## src/smt_pkg.sv

```systemverilog
// Constants, register map and types for the service test and stroke limit block
package smt_pkg;

  // ==========================================================================
  // Register map (byte addresses)
  localparam logic [7:0] ADDR_CONFIG  = 8'h00;
  localparam logic [7:0] ADDR_STROKE  = 8'h04;
  localparam logic [7:0] ADDR_SIM     = 8'h08;
  localparam logic [7:0] ADDR_RELAY   = 8'h0c;
  localparam logic [7:0] ADDR_CURVE   = 8'h10;
  localparam logic [7:0] ADDR_STATUS  = 8'h14;
  localparam logic [7:0] ADDR_TEMPS   = 8'h18;
  localparam logic [7:0] ADDR_SETPT   = 8'h1c;

  // ==========================================================================
  // Field positions and reset values
  localparam int         SIM_BLANK_BIT    = 8;
  localparam logic [7:0] CLOSE_MIN_RST    = 8'h06;
  localparam logic [7:0] CURVE_BASE_RST   = 8'h1e;
  localparam logic [7:0] CURVE_SLOPE_RST  = 8'h0c;
  localparam logic [2:0] RELAY_CODE_RST   = 3'h0;

  // ==========================================================================
  // Temperatures, signed whole degrees
  localparam logic signed [7:0] SIM_LOW     = -8'sd50;
  localparam logic signed [7:0] SIM_HIGH    = 8'sd50;
  localparam logic signed [7:0] CURVE_REF   = 8'sd20;
  localparam logic signed [7:0] WARM_POINT  = 8'sd15;
  localparam logic signed [7:0] COLD_POINT  = -8'sd5;
  localparam logic [5:0]        WARM_DELTA  = 6'(CURVE_REF - WARM_POINT);
  localparam logic [5:0]        COLD_DELTA  = 6'(CURVE_REF - COLD_POINT);
  localparam int                SLOPE_FRAC  = 3;

  // ==========================================================================
  // Timing in seconds of the system tick
  localparam int          SEC_PER_MIN      = 60;
  localparam int          TIMEOUT_MIN      = 30;
  localparam logic [15:0] TIMEOUT_TICKS    = 16'(TIMEOUT_MIN * SEC_PER_MIN);
  localparam int          COMPOSITE_SHIFT  = 4;
  localparam int          ATTENUATED_SHIFT = 7;

  // ==========================================================================
  // Relay test codes
  localparam logic [2:0] RT_NORMAL = 3'h0;
  localparam logic [2:0] RT_OPEN   = 3'h1;
  localparam logic [2:0] RT_TWO    = 3'h2;
  localparam logic [2:0] RT_THREE  = 3'h3;
  localparam logic [2:0] RT_FOUR   = 3'h4;

  typedef enum logic [1:0] {
    STK_IDLE,
    STK_CLOSING,
    STK_WAIT_OPEN
  } smt_stroke_type;

endpackage

```

## src/smt_converge.sv

```systemverilog
// First-order lag that snaps to its input on load and creeps toward it per step
`timescale 1ns/1ps
module smt_converge #(
  parameter int SHIFT = 4
) (
  input  wire logic              clk_sys,
  input  wire logic              rst_b,
  input  wire logic              load,
  input  wire logic              step,
  input  wire logic signed [7:0] target,
  output logic signed [7:0]      value
);
  import smt_pkg::*;

  typedef struct packed {
    logic signed [15:0] acc;
  } smt_lag_type;

  smt_lag_type        s_r;
  smt_lag_type        s_nxt;
  logic signed [16:0] diff;

  always_comb begin
    s_nxt = s_r;
    diff  = 17'($signed({target, 8'h00})) - 17'(s_r.acc);
    if (load) begin
      s_nxt.acc = {target, 8'h00};
    end else if (step) begin
      // Truncating shift stalls a fraction short on a rising input, so value reads one degree low; a falling input settles
      s_nxt.acc = 16'(s_r.acc + 16'(diff >>> SHIFT));
    end
  end

  always_ff @(posedge clk_sys or negedge rst_b) begin
    if (!rst_b) begin
      s_r <= '0;
    end else begin
      s_r <= s_nxt;
    end
  end

  assign value = s_r.acc[15:8];
endmodule

```

## src/smt_service_ctrl.sv

```systemverilog
// Minimum stroke limit, outside temperature simulation and relay test with AHB-Lite registers
`timescale 1ns/1ps
module smt_service_ctrl (
  input  wire logic              clk_sys,
  input  wire logic              rst_b,
  // AHB-Lite slave
  input  wire logic              hsel,
  input  wire logic [31:0]       haddr,
  input  wire logic [1:0]        htrans,
  input  wire logic              hwrite,
  input  wire logic [2:0]        hsize,
  input  wire logic [31:0]       hwdata,
  input  wire logic              hready,
  output logic                   hreadyout,
  output logic                   hresp,
  output logic [31:0]            hrdata,
  // Timing base and keypad
  input  wire logic              tick_sec,
  input  wire logic              key_info,
  input  wire logic              key_mode,
  input  wire logic              key_nav,
  // Actuator and normal control
  input  wire logic              stroke_switch_contact_b,
  input  wire logic              ctl_valve_open,
  input  wire logic              ctl_valve_close,
  input  wire logic              lim_close_request,
  input  wire logic              ctl_burner_one,
  input  wire logic              ctl_burner_two,
  input  wire logic              ctl_pump,
  input  wire logic signed [7:0] outside_temperature_sensed,
  // Relays, temperatures and display
  output logic                   valve_open_relay,
  output logic                   valve_close_relay,
  output logic                   burner_stage_one_relay,
  output logic                   burner_stage_two_relay,
  output logic                   circulating_pump_relay,
  output logic                   min_stroke_function_active,
  output logic signed [7:0]      outside_temperature,
  output logic signed [7:0]      composite_outside_temperature,
  output logic signed [7:0]      attenuated_outside_temperature,
  output logic [7:0]             warm_point_flow_setpoint,
  output logic [7:0]             cold_point_flow_setpoint
);
  import smt_pkg::*;

  // ==========================================================================
  // State
  typedef struct packed {
    logic [7:0]        addr;
    logic              wr_pend;
    logic [31:0]       rdata;
    logic              plant_burner;
    logic [7:0]        close_min;
    logic [2:0]        relay_code;
    logic              sim_on;
    logic signed [7:0] sim_val;
    logic signed [7:0] actual;
    logic [7:0]        curve_base;
    logic [7:0]        curve_slope;
    smt_stroke_type    stk;
    logic              bridged_q;
    logic [4:0]        relays;
    logic [7:0]        warm;
    logic [7:0]        cold;
  } smt_state_type;

  smt_state_type     s_r;
  smt_state_type     s_nxt;

  logic              addr_ok;
  logic              wr_now;
  logic              bridged;
  logic              stroke_en;
  logic              stk_start;
  logic              stk_done;
  logic              sim_start;
  logic              rt_start;
  logic              sim_run;
  logic              sim_exp;
  logic              rt_run;
  logic              rt_exp;
  logic [15:0]       close_ticks;
  logic signed [7:0] wdat_temp;
  logic              v_open;
  logic              v_close;
  logic [10:0]       warm_sum;
  logic [10:0]       cold_sum;
  logic signed [7:0] comp_val;
  logic signed [7:0] att_val;

  // ==========================================================================
  // Timers
  assign close_ticks = 16'(s_r.close_min) * 16'(SEC_PER_MIN);

  smt_tick_timer u_close_timer (
    .clk_sys (clk_sys),
    .rst_b   (rst_b),
    .start   (stk_start),
    .stop    (!stroke_en),
    .tick    (tick_sec),
    .limit   (close_ticks),
    .running (),
    .expired (stk_done)
  );

  smt_tick_timer u_sim_timer (
    .clk_sys (clk_sys),
    .rst_b   (rst_b),
    .start   (sim_start),
    .stop    (!s_nxt.sim_on),
    .tick    (tick_sec),
    .limit   (TIMEOUT_TICKS),
    .running (sim_run),
    .expired (sim_exp)
  );

  smt_tick_timer u_relay_timer (
    .clk_sys (clk_sys),
    .rst_b   (rst_b),
    .start   (rt_start),
    .stop    (s_nxt.relay_code == RT_NORMAL),
    .tick    (tick_sec),
    .limit   (TIMEOUT_TICKS),
    .running (rt_run),
    .expired (rt_exp)
  );

  // ==========================================================================
  // Outside temperature lag filters
  smt_converge #(.SHIFT(COMPOSITE_SHIFT)) u_composite (
    .clk_sys (clk_sys),
    .rst_b   (rst_b),
    .load    (s_r.sim_on),
    .step    (tick_sec),
    .target  (s_r.actual),
    .value   (comp_val)
  );

  smt_converge #(.SHIFT(ATTENUATED_SHIFT)) u_attenuated (
    .clk_sys (clk_sys),
    .rst_b   (rst_b),
    .load    (s_r.sim_on),
    .step    (tick_sec),
    .target  (s_r.actual),
    .value   (att_val)
  );

  // ==========================================================================
  // Next state
  always_comb begin
    s_nxt     = s_r;
    wdat_temp = hwdata[7:0];
    sim_start = 1'b0;
    rt_start  = 1'b0;
    stk_start = 1'b0;
    addr_ok   = hsel && hready && htrans[1];
    wr_now    = s_r.wr_pend;
    bridged   = !stroke_switch_contact_b;
    stroke_en = (s_r.close_min != 8'h00);
    v_open    = 1'b0;
    v_close   = 1'b0;
    warm_sum  = '0;
    cold_sum  = '0;

    // Bus address phase; all transfers complete with no wait state
    if (hready) begin
      s_nxt.wr_pend = addr_ok && hwrite;
      s_nxt.addr    = haddr[7:0];
    end
    if (addr_ok && !hwrite) begin
      case (haddr[7:0])
        ADDR_CONFIG: s_nxt.rdata = {31'h0, s_r.plant_burner};
        ADDR_STROKE: s_nxt.rdata = {24'h0, s_r.close_min};
        ADDR_SIM:    s_nxt.rdata = {23'h0, !s_r.sim_on, s_r.sim_val};
        ADDR_RELAY:  s_nxt.rdata = {29'h0, s_r.relay_code};
        ADDR_CURVE:  s_nxt.rdata = {16'h0, s_r.curve_slope, s_r.curve_base};
        ADDR_STATUS: s_nxt.rdata = {24'h0, s_r.relays, rt_run, sim_run,
                                    (s_r.stk != STK_IDLE)};
        ADDR_TEMPS:  s_nxt.rdata = {8'h0, att_val, comp_val, s_r.actual};
        ADDR_SETPT:  s_nxt.rdata = {16'h0, s_r.cold, s_r.warm};
        default:     s_nxt.rdata = 32'h0;
      endcase
    end

    // Simulation: clears first, so a write in the same cycle wins
    if (key_info || key_mode || sim_exp) begin
      s_nxt.sim_on = 1'b0;
    end
    // Relay test ends the same way and also on the navigation key; timeout drops every forced relay
    if (key_nav || key_info || key_mode || rt_exp) begin
      s_nxt.relay_code = RT_NORMAL;
    end

    // Data phase writes
    if (wr_now) begin
      case (s_r.addr)
        ADDR_CONFIG: s_nxt.plant_burner = hwdata[0];
        ADDR_STROKE: s_nxt.close_min = hwdata[7:0];
        ADDR_SIM: begin
          if (hwdata[SIM_BLANK_BIT]) begin
            s_nxt.sim_on = 1'b0;
          end else if (wdat_temp >= SIM_LOW && wdat_temp <= SIM_HIGH) begin
            s_nxt.sim_on  = 1'b1;
            s_nxt.sim_val = wdat_temp;
            sim_start     = 1'b1;
          end
        end
        ADDR_RELAY: begin
          if (hwdata[2:0] == RT_NORMAL) begin
            s_nxt.relay_code = RT_NORMAL;
          end else if (hwdata[2:0] <= RT_FOUR && hwdata[31:3] == 29'h0) begin
            s_nxt.relay_code = hwdata[2:0];
            rt_start         = 1'b1;
          end
        end
        ADDR_CURVE: begin
          s_nxt.curve_base  = hwdata[7:0];
          s_nxt.curve_slope = hwdata[15:8];
        end
        default: ;
      endcase
    end

    // Simulated value stands in for the sensed one everywhere
    s_nxt.actual = s_nxt.sim_on ? s_nxt.sim_val : outside_temperature_sensed;

    // Minimum stroke sequencer
    s_nxt.bridged_q = bridged;
    case (s_r.stk)
      STK_IDLE: begin
        if (stroke_en && bridged && (!s_r.bridged_q || ctl_valve_open)) begin
          s_nxt.stk = STK_CLOSING;
          stk_start = 1'b1;
        end
      end
      STK_CLOSING: begin
        if (!stroke_en) begin
          s_nxt.stk = STK_IDLE;
        end else if (stk_done) begin
          s_nxt.stk = STK_WAIT_OPEN;
        end
      end
      STK_WAIT_OPEN: begin
        if (!stroke_en || ctl_valve_open) begin
          s_nxt.stk = STK_IDLE;
        end
      end
      default: s_nxt.stk = STK_IDLE;
    endcase

    // Valve drive: stroke limit sits above every other limitation
    if (s_r.stk == STK_CLOSING) begin
      v_close = 1'b1;
    end else if (s_r.stk == STK_WAIT_OPEN) begin
      // The opening pulse itself passes through as it ends the wait
      v_open  = ctl_valve_open;
      v_close = !ctl_valve_open;
    end else begin
      v_open  = ctl_valve_open && !lim_close_request && !ctl_valve_close;
      v_close = ctl_valve_close || lim_close_request;
    end

    // Relay image {valve open, valve close, stage one, stage two, pump}
    case (s_r.relay_code)
      RT_NORMAL: begin
        if (s_r.plant_burner) begin
          s_nxt.relays = {2'b00, ctl_burner_one, ctl_burner_two && ctl_burner_one, ctl_pump};
        end else begin
          s_nxt.relays = {v_open, v_close, 2'b00, ctl_pump};
        end
      end
      RT_OPEN: s_nxt.relays = 5'h00;
      RT_TWO: s_nxt.relays = s_r.plant_burner ? 5'h04 : 5'h10;
      RT_THREE: s_nxt.relays = s_r.plant_burner ? 5'h06 : 5'h08;
      RT_FOUR: s_nxt.relays = 5'h01;
      default: s_nxt.relays = 5'h00;
    endcase

    // Heating curve points; slope is in eighths of a kelvin per kelvin
    warm_sum = 11'(s_r.curve_base) + 11'((14'(s_r.curve_slope) * 14'(WARM_DELTA)) >> SLOPE_FRAC);
    cold_sum = 11'(s_r.curve_base) + 11'((14'(s_r.curve_slope) * 14'(COLD_DELTA)) >> SLOPE_FRAC);
    // Saturate rather than wrap so a steep curve never reads as cold water
    s_nxt.warm = (warm_sum[10:8] != 3'h0) ? 8'hff : warm_sum[7:0];
    s_nxt.cold = (cold_sum[10:8] != 3'h0) ? 8'hff : cold_sum[7:0];
  end

  // ==========================================================================
  // Registers
  always_ff @(posedge clk_sys or negedge rst_b) begin
    if (!rst_b) begin
      s_r             <= '0;
      s_r.close_min   <= CLOSE_MIN_RST;
      s_r.relay_code  <= RELAY_CODE_RST;
      s_r.curve_base  <= CURVE_BASE_RST;
      s_r.curve_slope <= CURVE_SLOPE_RST;
      s_r.stk         <= STK_IDLE;
    end else begin
      s_r <= s_nxt;
    end
  end

  // ==========================================================================
  // Outputs
  assign hreadyout                      = 1'b1;
  assign hresp                          = 1'b0;
  assign hrdata                         = s_r.rdata;
  assign valve_open_relay               = s_r.relays[4];
  assign valve_close_relay              = s_r.relays[3];
  assign burner_stage_one_relay         = s_r.relays[2];
  assign burner_stage_two_relay         = s_r.relays[1];
  assign circulating_pump_relay         = s_r.relays[0];
  assign min_stroke_function_active     = (s_r.stk != STK_IDLE);
  assign outside_temperature            = s_r.actual;
  assign composite_outside_temperature  = comp_val;
  assign attenuated_outside_temperature = att_val;
  assign warm_point_flow_setpoint       = s_r.warm;
  assign cold_point_flow_setpoint       = s_r.cold;
endmodule

```

## src/smt_tick_timer.sv

```systemverilog
// Down-counter of system ticks with restart, stop and a one-cycle expiry pulse
`timescale 1ns/1ps
module smt_tick_timer (
  input  wire logic        clk_sys,
  input  wire logic        rst_b,
  input  wire logic        start,
  input  wire logic        stop,
  input  wire logic        tick,
  input  wire logic [15:0] limit,
  output logic             running,
  output logic             expired
);
  import smt_pkg::*;

  typedef struct packed {
    logic [15:0] cnt;
    logic        run;
    logic        exp;
  } smt_timer_type;

  smt_timer_type s_r;
  smt_timer_type s_nxt;

  always_comb begin
    s_nxt     = s_r;
    s_nxt.exp = 1'b0;
    if (start) begin
      // Restart always wins over a tick in the same cycle
      s_nxt.cnt = limit;
      s_nxt.run = (limit != 16'h0000);
    end else if (stop) begin
      s_nxt.run = 1'b0;
    end else if (s_r.run && tick) begin
      s_nxt.cnt = s_r.cnt - 16'h0001;
      if (s_r.cnt == 16'h0001) begin
        s_nxt.run = 1'b0;
        s_nxt.exp = 1'b1;
      end
    end
  end

  always_ff @(posedge clk_sys or negedge rst_b) begin
    if (!rst_b) begin
      s_r <= '0;
    end else begin
      s_r <= s_nxt;
    end
  end

  assign running = s_r.run;
  assign expired = s_r.exp;
endmodule

```

## config.mk

```make
export PLATFORM = sky130hd
export DESIGN_NAME = smt_service_ctrl
export DESIGN_NICKNAME = d
export VERILOG_FILES = /design/src/smt_pkg.sv /design/src/smt_converge.sv /design/src/smt_service_ctrl.sv /design/src/smt_tick_timer.sv
export SDC_FILE = /design/constraint.sdc
export NUM_CORES = 1
export LEC_CHECK = 0
export BUFFER_PORTS_ARGS = -buffer_cell sky130_fd_sc_hd__clkbuf_2
export CAP_MARGIN = 20
export CORE_MARGIN = 2
export CORE_UTILIZATION = 25
export CTS_BUF_LIST = sky130_fd_sc_hd__clkbuf_4 sky130_fd_sc_hd__clkbuf_8 sky130_fd_sc_hd__clkbuf_16
export DETAILED_ROUTE_END_ITERATION = 12
export HOLD_SLACK_MARGIN = 0.12
export PLACE_DENSITY_LB_ADDON = 0.25
export SLEW_MARGIN = 20
export SYNTH_ARGS = -nofsm -noshare
export SYNTH_HDL_FRONTEND = slang
export SYNTH_SLANG_ARGS = --single-unit
export TNS_END_PERCENT = 10
```

## constraint.sdc

```tcl
create_clock -name clk_sys -period 7.6 [get_ports clk_sys]
set_clock_uncertainty 0.2 [all_clocks]
set_input_delay 2.28 -clock clk_sys [delete_from_list [all_inputs] [get_ports clk_sys]]
set_output_delay 2.28 -clock clk_sys [all_outputs]
set_load 0.01 [all_outputs]
```

==> impl_results.md, run 1 <==
- Outcome: complete, no violations
- Tot Pwr: 0.00519 W
- Async SR Flop Fraction: 100%
- WL/cell: 17.0 um
- Share of post-route cells with drive strength above 1: 16.2%
- CP Capture Type: flip-flop
- Site Rows: 85
- Nets: 1786
- Cell Area, Placed: 14500 um^2
- CTS Buffer Depth: 2
- Die span in x: 237 um
- Synth Cell Area: 13600 um^2
- Max rail drop VDD: 171 uV
- Leakage Power: 6.82 nW
- DRC viols: 0
- Global-route usage over all layers: 13.9%
- CTS H-tree depth: 4
- Worst-path maximum fanout: 12
- Post-cts resize count: 0
- HPWL Detailed: 29800 um
- Final period utilization: 67.9%
- Pwr dens: 344 nW/um^2
- Root buffer cell: clkbuf_16
- # fillers: 5728
- DRT Pass-1 Iters: 5
- Cts hold-fix bufs: 0
- Initial DRC count: 592
- Syn Area/Cell: 9.07 um^2
- Post-synth top cells: dfrtp_1, nand2_1, ha_1
- Ports: 173
- Antenna violations before repair: 0
- Via count: 10772
- Top cell type's share of synthesized area: 33.2%
- Ranking of synthesized cells by area: dfrtp_1, ha_1, buf_4, xnor2_1, o21ai_0
- Worst Path Arrival: 5.33 ns
- Worst Path Class, Setup: in2reg
- Crit path largest cell delay: 0.64 ns
- # Post-CTS Setup Buffers: 0
- Final hold vios: 0
- Area delta synth->final: 11.1%
- Final Setup Violations: 0
- WP data required: 7.78 ns
- Slowest CP cell: nor4_1
- Worst slew pin tran: 0.932 ns
- CTS tree: yes
- RSZ-0062 raised after global routing: false
- CTS Buf Count: 17
- Clk Latency, worst-skew pair: 0.46 ns
- Die Y: 237 um
- Main synth FF type: dfrtp_1
- Largest net degree at the start of global routing: 81
- Count leader, synth: dfrtp_1
- Worst hold path class: reg2reg
- First-pass GRT wire length: 60100 um
- # diodes: 0
- Detail Route Antenna Nets: 0
- Via-to-Cell Ratio: 4.78
- Layout Cell Area excl Fill: 15100 um^2
- Slew margin rel.: 36.9%
- Setup_tns: 0 ns
- F_max: 0.194 GHz
- Total core area: 53700 um^2
- Max-slew violation count: 0
- Tmin final: 5.16 ns
- Crit path cell chain: clkbuf_2, nor4_1, nand4_1, nor3_1, o2bb2a_4, o211ai_4, nand3_1, or3_2, a21oi_1
- Die ar.: 56100 um^2
- Distinct cells, synth: 76
- YS warnings: 0
- Number of flops mapped to enable cells by yosys: 0
- Clock sink count: 188
- Worst-path clk slew: 0.07 ns
- Seq cells post-synth: 188
- Final WL: 38300 um
- Yosys top cell by area: dfrtp_1
- Total grt overflow: 0
- Initial core utilization: 25.2%
- Port buffer count: 134
- Max cap viols: 0
- Startpoint Class: input pin
- Gp weighted congestion: 0.847
- Sequential fraction of the synthesis area: 34.8%
- Number of global-route vias before repair: 10518
- Mapped Cells: 1494
==> cell families (layout without fill, tap and decap cells) <==
group,count (synthesis),count (layout),synth area share [%]
AND/OR/NAND/NOR,478,478,17.3
other,2,10,0.0554
flip-flops,188,188,34.8
AO/OA/AOI/OAI,342,342,15.9
buffers and inverters,201,258,7.62
XOR/XNOR,83,83,5.36
multiplexers,52,52,4.24
adder cells (fa/ha/maj),148,148,14.8
==> metal layers <==
metal  vias up  share of wire (%)  wire (um)  track usage (%)
met5         -                  0          0                0
met4         0                1.1        439             3.13
met3        23                3.5       1350             2.32
met2       182                 48      18400             23.2
met1      5247                 47      18100             18.7
li1       5320                  -          -                -
==> stage by stage <==
stage	utilization, %	hold WS (ns)	cells	setup WS (ns)
2_1_floorplan	-	0.251	1502	3.02
3_3_place_gp	27.0	0.262	2222	1.88
3_5_place_dp	27.0	0.271	2223	1.83
4_1_cts	28.0	0.288	2255	2.31
5_1_grt	28.0	0.315	2255	2.17
6_report	28.0	0.277	2255	2.44
==> final timing paths <==
check,to,slack (ns),startpoint,depth (start not counted)
max in group asynchronous,s_r[58],4.26,rst_b,2
min,hrdata[18],0.28,hrdata[18],2
min in group asynchronous,hrdata[18],1.61,rst_b,1
min reg2reg,hrdata[18],0.28,hrdata[18],2
max reg2reg,cold_point_flow_setpoint[4],3.01,s_r[27],17
max,u_relay_timer.s_r[9],2.44,hwdata[10],9
==> registers in the layout, summed over array words and instances (netlist names) <==
name	flops
u_relay_timer.expired	1
u_close_timer.s_r	16
cold_point_flow_setpoint	8
outside_temperature	8
circulating_pump_relay	1
u_composite.s_r	16
u_sim_timer.s_r	16
u_relay_timer.s_r	16
burner_stage_one_relay	1
wr_now	1
u_attenuated.s_r	16
u_close_timer.running	1
warm_point_flow_setpoint	8
valve_close_relay	1
valve_open_relay	1
u_relay_timer.running	1
u_close_timer.expired	1
u_sim_timer.expired	1
hrdata	24
burner_stage_two_relay	1
s_r	48
u_sim_timer.running	1
==> where the power goes <==
part           switching [W]  internal, W  total [W]  leakage [nW]
Sequential          0.000225      0.00116    0.00139          2.34
Clock               0.000448     0.000436   0.000884         0.273
Combinational        0.00160      0.00131    0.00292          4.21
==> cells in the final DEF, fill, tap and decap left out, drive strengths merged, types with 10 or more instances in the layout <==
cell type,netlist,final
a21o,17,17
ha,126,126
nor2,118,118
a21oi,96,96
conb,2,10
fa,21,21
nor3,49,49
o21ai,103,103
xor2,24,24
buf,80,12
a211oi,10,10
and2,11,11
mux2,43,43
nor4,22,22
nand3,31,31
inv,79,88
xnor2,59,59
or3,26,26
nor2b,16,16
dfrtp,180,180
clkbuf,41,152
nand4,13,13
a22oi,16,16
nand2b,11,11
a221oi,10,10
nand2,137,137
o21a,17,17
o21bai,10,10
==> critical path: cells and delay by family <==
family          cells  cell delay [ns]
compound gates      3             0.66
buf+inv             1             0.09
simple gates        5             2.30
==> cell type report <==
type | instances | area, um^2 | area share [%]
Multi-Input combinational cell | 1113 | 7840 | 52.1
Sequential cell | 188 | 4710 | 31.3
Tap cell | 696 | 871 | 5.78
Timing Repair Buffer | 146 | 777 | 5.16
Clock buffer | 18 | 433 | 2.87
Inverter | 80 | 300 | 1.99
Clock inverter | 14 | 123 | 0.814
(Power assumes the default switching activity.)
==> run 2: changes to the inputs <==
clock period = 5.4 ns   (was 7.6 ns; I/O delays follow)
==> run 2 against run 1 <==
Compared with the run above:
- count of clock-buffer cells in the layout rose by 2
- sequential cell count is the same
- design area increased by 0.39%
- routed wire length increased by 2.5%
- largest power group unchanged
==> impl_results.md, run 2 (synthesis gave the netlist of run 1 again) <==
- Outcome: complete, no violations
- Ports: 173 (unchanged)
- Root buffer cell: clkbuf_16
- # Post-CTS Setup Buffers: 0 (unchanged)
- CTS Buf Count: 17 (unchanged)
- Worst-path maximum fanout: 8 (-4)
- Die span in x: 237 um (unchanged)
- Largest register FFs: 48 (unchanged)
- Number of global-route vias before repair: 10803 (+2.7%)
- Gp weighted congestion: 0.855 (+0.96%)
- Die ar.: 56100 um^2 (unchanged)
- Clk Latency, worst-skew pair: 0.49 ns (+0.03 ns)
- Final Setup Violations: 0 (unchanged)
- Sw Ratio: 43.8% (-0.052 points)
- WL/cell: 17.4 um (+2.3%)
- Initial DRC count: 620 (+4.7%)
- DRC viols: 0 (unchanged)
- Final period utilization: 85.5%
- Combinational Power Share: 56.1% (about the same)
- Worst Path Arrival: 4.74 ns (-0.59 ns)
- Max-slew violation count: 0 (unchanged)
- WP data required: 5.52 ns (-2.26 ns)
- Area delta synth->final: 11.5%
- Worst slew pin tran: 1.02 ns (+0.0841 ns)
- Tmin final: 4.62 ns
- Antenna violations before repair: 0 (unchanged)
- Max cap viols: 0 (unchanged)
- Total grt overflow: 0 (unchanged)
- Commonest non-fill, non-tap cell in the layout: dfrtp_1
- F_max: 0.217 GHz
- Startpoint Class: flip-flop
- CP Capture Type: flip-flop
- Final WL: 39300 um (+2.5%)
- Worst Path Class, Setup: reg2reg
- CTS tree: yes
- Worst hold path class: reg2reg
- Max rail drop VDD: 275 uV (+61%)
- Top reg by flops: s_r
- Most frequent cells in the layout: dfrtp_1, nand2_1, clkbuf_2
- Via count: 10828 (+0.52%)
- Clk pwr share: 17.3% (+0.3 points)
- CTS H-tree depth: 4 (unchanged)
- Die Y: 237 um (unchanged)
- Site Rows: 85 (unchanged)
- Leakage Power: 6.86 nW (+0.49%)
- Sequential Power Share: 26.6% (-0.2 points)
- Cts hold-fix bufs: 0 (unchanged)
- P_sw: 0.00321 W (+41%)
- Detail Route Antenna Nets: 0 (unchanged)
- CTS Buffer Depth: 2 (unchanged)
- Initial core utilization: 25.2% (unchanged)
- Largest net degree at the start of global routing: 89 (+9.9%)
- Nets: 1792 (+0.34%)
- Int Power: 0.00412 W (+41%)
- # diodes: 0 (unchanged)
- DRT Pass-1 Iters: 5 (unchanged)
- Share of post-route cells with drive strength above 1: 16.5% (+0.32 points)
- Port buffer count: 134 (unchanged)
- First-pass GRT wire length: 61800 um (+2.7%)
- HPWL Detailed: 30400 um (+2.0%)
- RSZ-0062 raised after global routing: false
- Via-to-Cell Ratio: 4.79 (+0.25%)
- Post-cts resize count: 0 (unchanged)
- Final hold vios: 0 (unchanged)
- Worst-path clk slew: 0.07 ns (about the same)
- Pwr dens: 485 nW/um^2 (+41%)
- Global-route usage over all layers: 14.4% (+0.50 points)
- Slew margin rel.: 31.2% (-5.7 points)
- Setup_tns: 0 ns (unchanged)
- End-of-flow core utilization: 28.1% (+0.11 points)
- Clock sink count: 188 (unchanged)
- Total core area: 53700 um^2 (unchanged)
## run 2: cell type report
type,count,area (um^2)
Timing Repair Buffer,152,831
Sequential cell,188,4710
Tap cell,696,871
Fill cell,5712,38600
Clock inverter,12,106
Multi-Input combinational cell,1113,7840
Inverter,80,300
Clock buffer,20,454
## run 2: worst max-delay path: stages, from the launching register on
cell	delay, ns
dfstp_2	0.65
ha_1	0.27
ha_1	0.28
inv_1	0.05
fa_1	0.50
inv_1	0.04
ha_1	0.33
a21oi_1	0.21
nor2b_1	0.07
o21a_1	0.18
nor2_1	0.11
xnor2_1	0.14
ha_1	0.30
a21oi_1	0.18
o21a_1	0.18
o211ai_1	0.10
mux2i_1	0.50
nand3_1	0.16
## run 2: worst paths after layout
kind / depth (start not counted) / slack (ns) / endpoint / from
min reg2reg: 2 / 0.28 / hrdata[16] / hrdata[16]
max reg2reg: 17 / 0.78 / cold_point_flow_setpoint[7] / s_r[27]
max in group asynchronous: 2 / 3.08 / s_r[62] / rst_b
min in group asynchronous: 1 / 0.94 / u_close_timer.s_r[14] / rst_b
min: 2 / 0.28 / hrdata[16] / hrdata[16]
max: 17 / 0.78 / cold_point_flow_setpoint[7] / s_r[27]
## run 2: metal layers
metal	routed length [um]	global-route usage [%]
met5	0	0
met4	1280	5.64
met3	1570	3.10
met2	18200	23.1
met1	18300	18.8
## run 2: per-stage QoR
stage / hold slack, ns / std cells / power (W) / cell area [um^2] / setup WS, ns
2_1_floorplan: 0.251 / 1502 / 0.00523 / 13600 / 1.30
3_3_place_gp: 0.262 / 2228 / 0.00606 / 14500 / 0.737
3_5_place_dp: 0.269 / 2228 / 0.00610 / 14500 / 0.660
4_1_cts: 0.285 / 2260 / 0.00742 / 15100 / 0.727
5_1_grt: 0.306 / 2261 / 0.00805 / 15100 / 0.420
6_report: 0.277 / 2261 / 0.00733 / 15100 / 0.782
## run 2: power by group through the flow
| stage | Clock (W) | Combinational [W] | Sequential [W] |
|---|---|---|---|
| 5_1_grt | 0.00137 | 0.00470 | 0.00198 |
| 3_5_place_dp | 0 | 0.00412 | 0.00198 |
| 4_1_cts | 0.00132 | 0.00415 | 0.00196 |
| 2_1_floorplan | 0 | 0.00340 | 0.00182 |
| 3_3_place_gp | 0 | 0.00407 | 0.00198 |
| 6_report | 0.00127 | 0.00411 | 0.00195 |
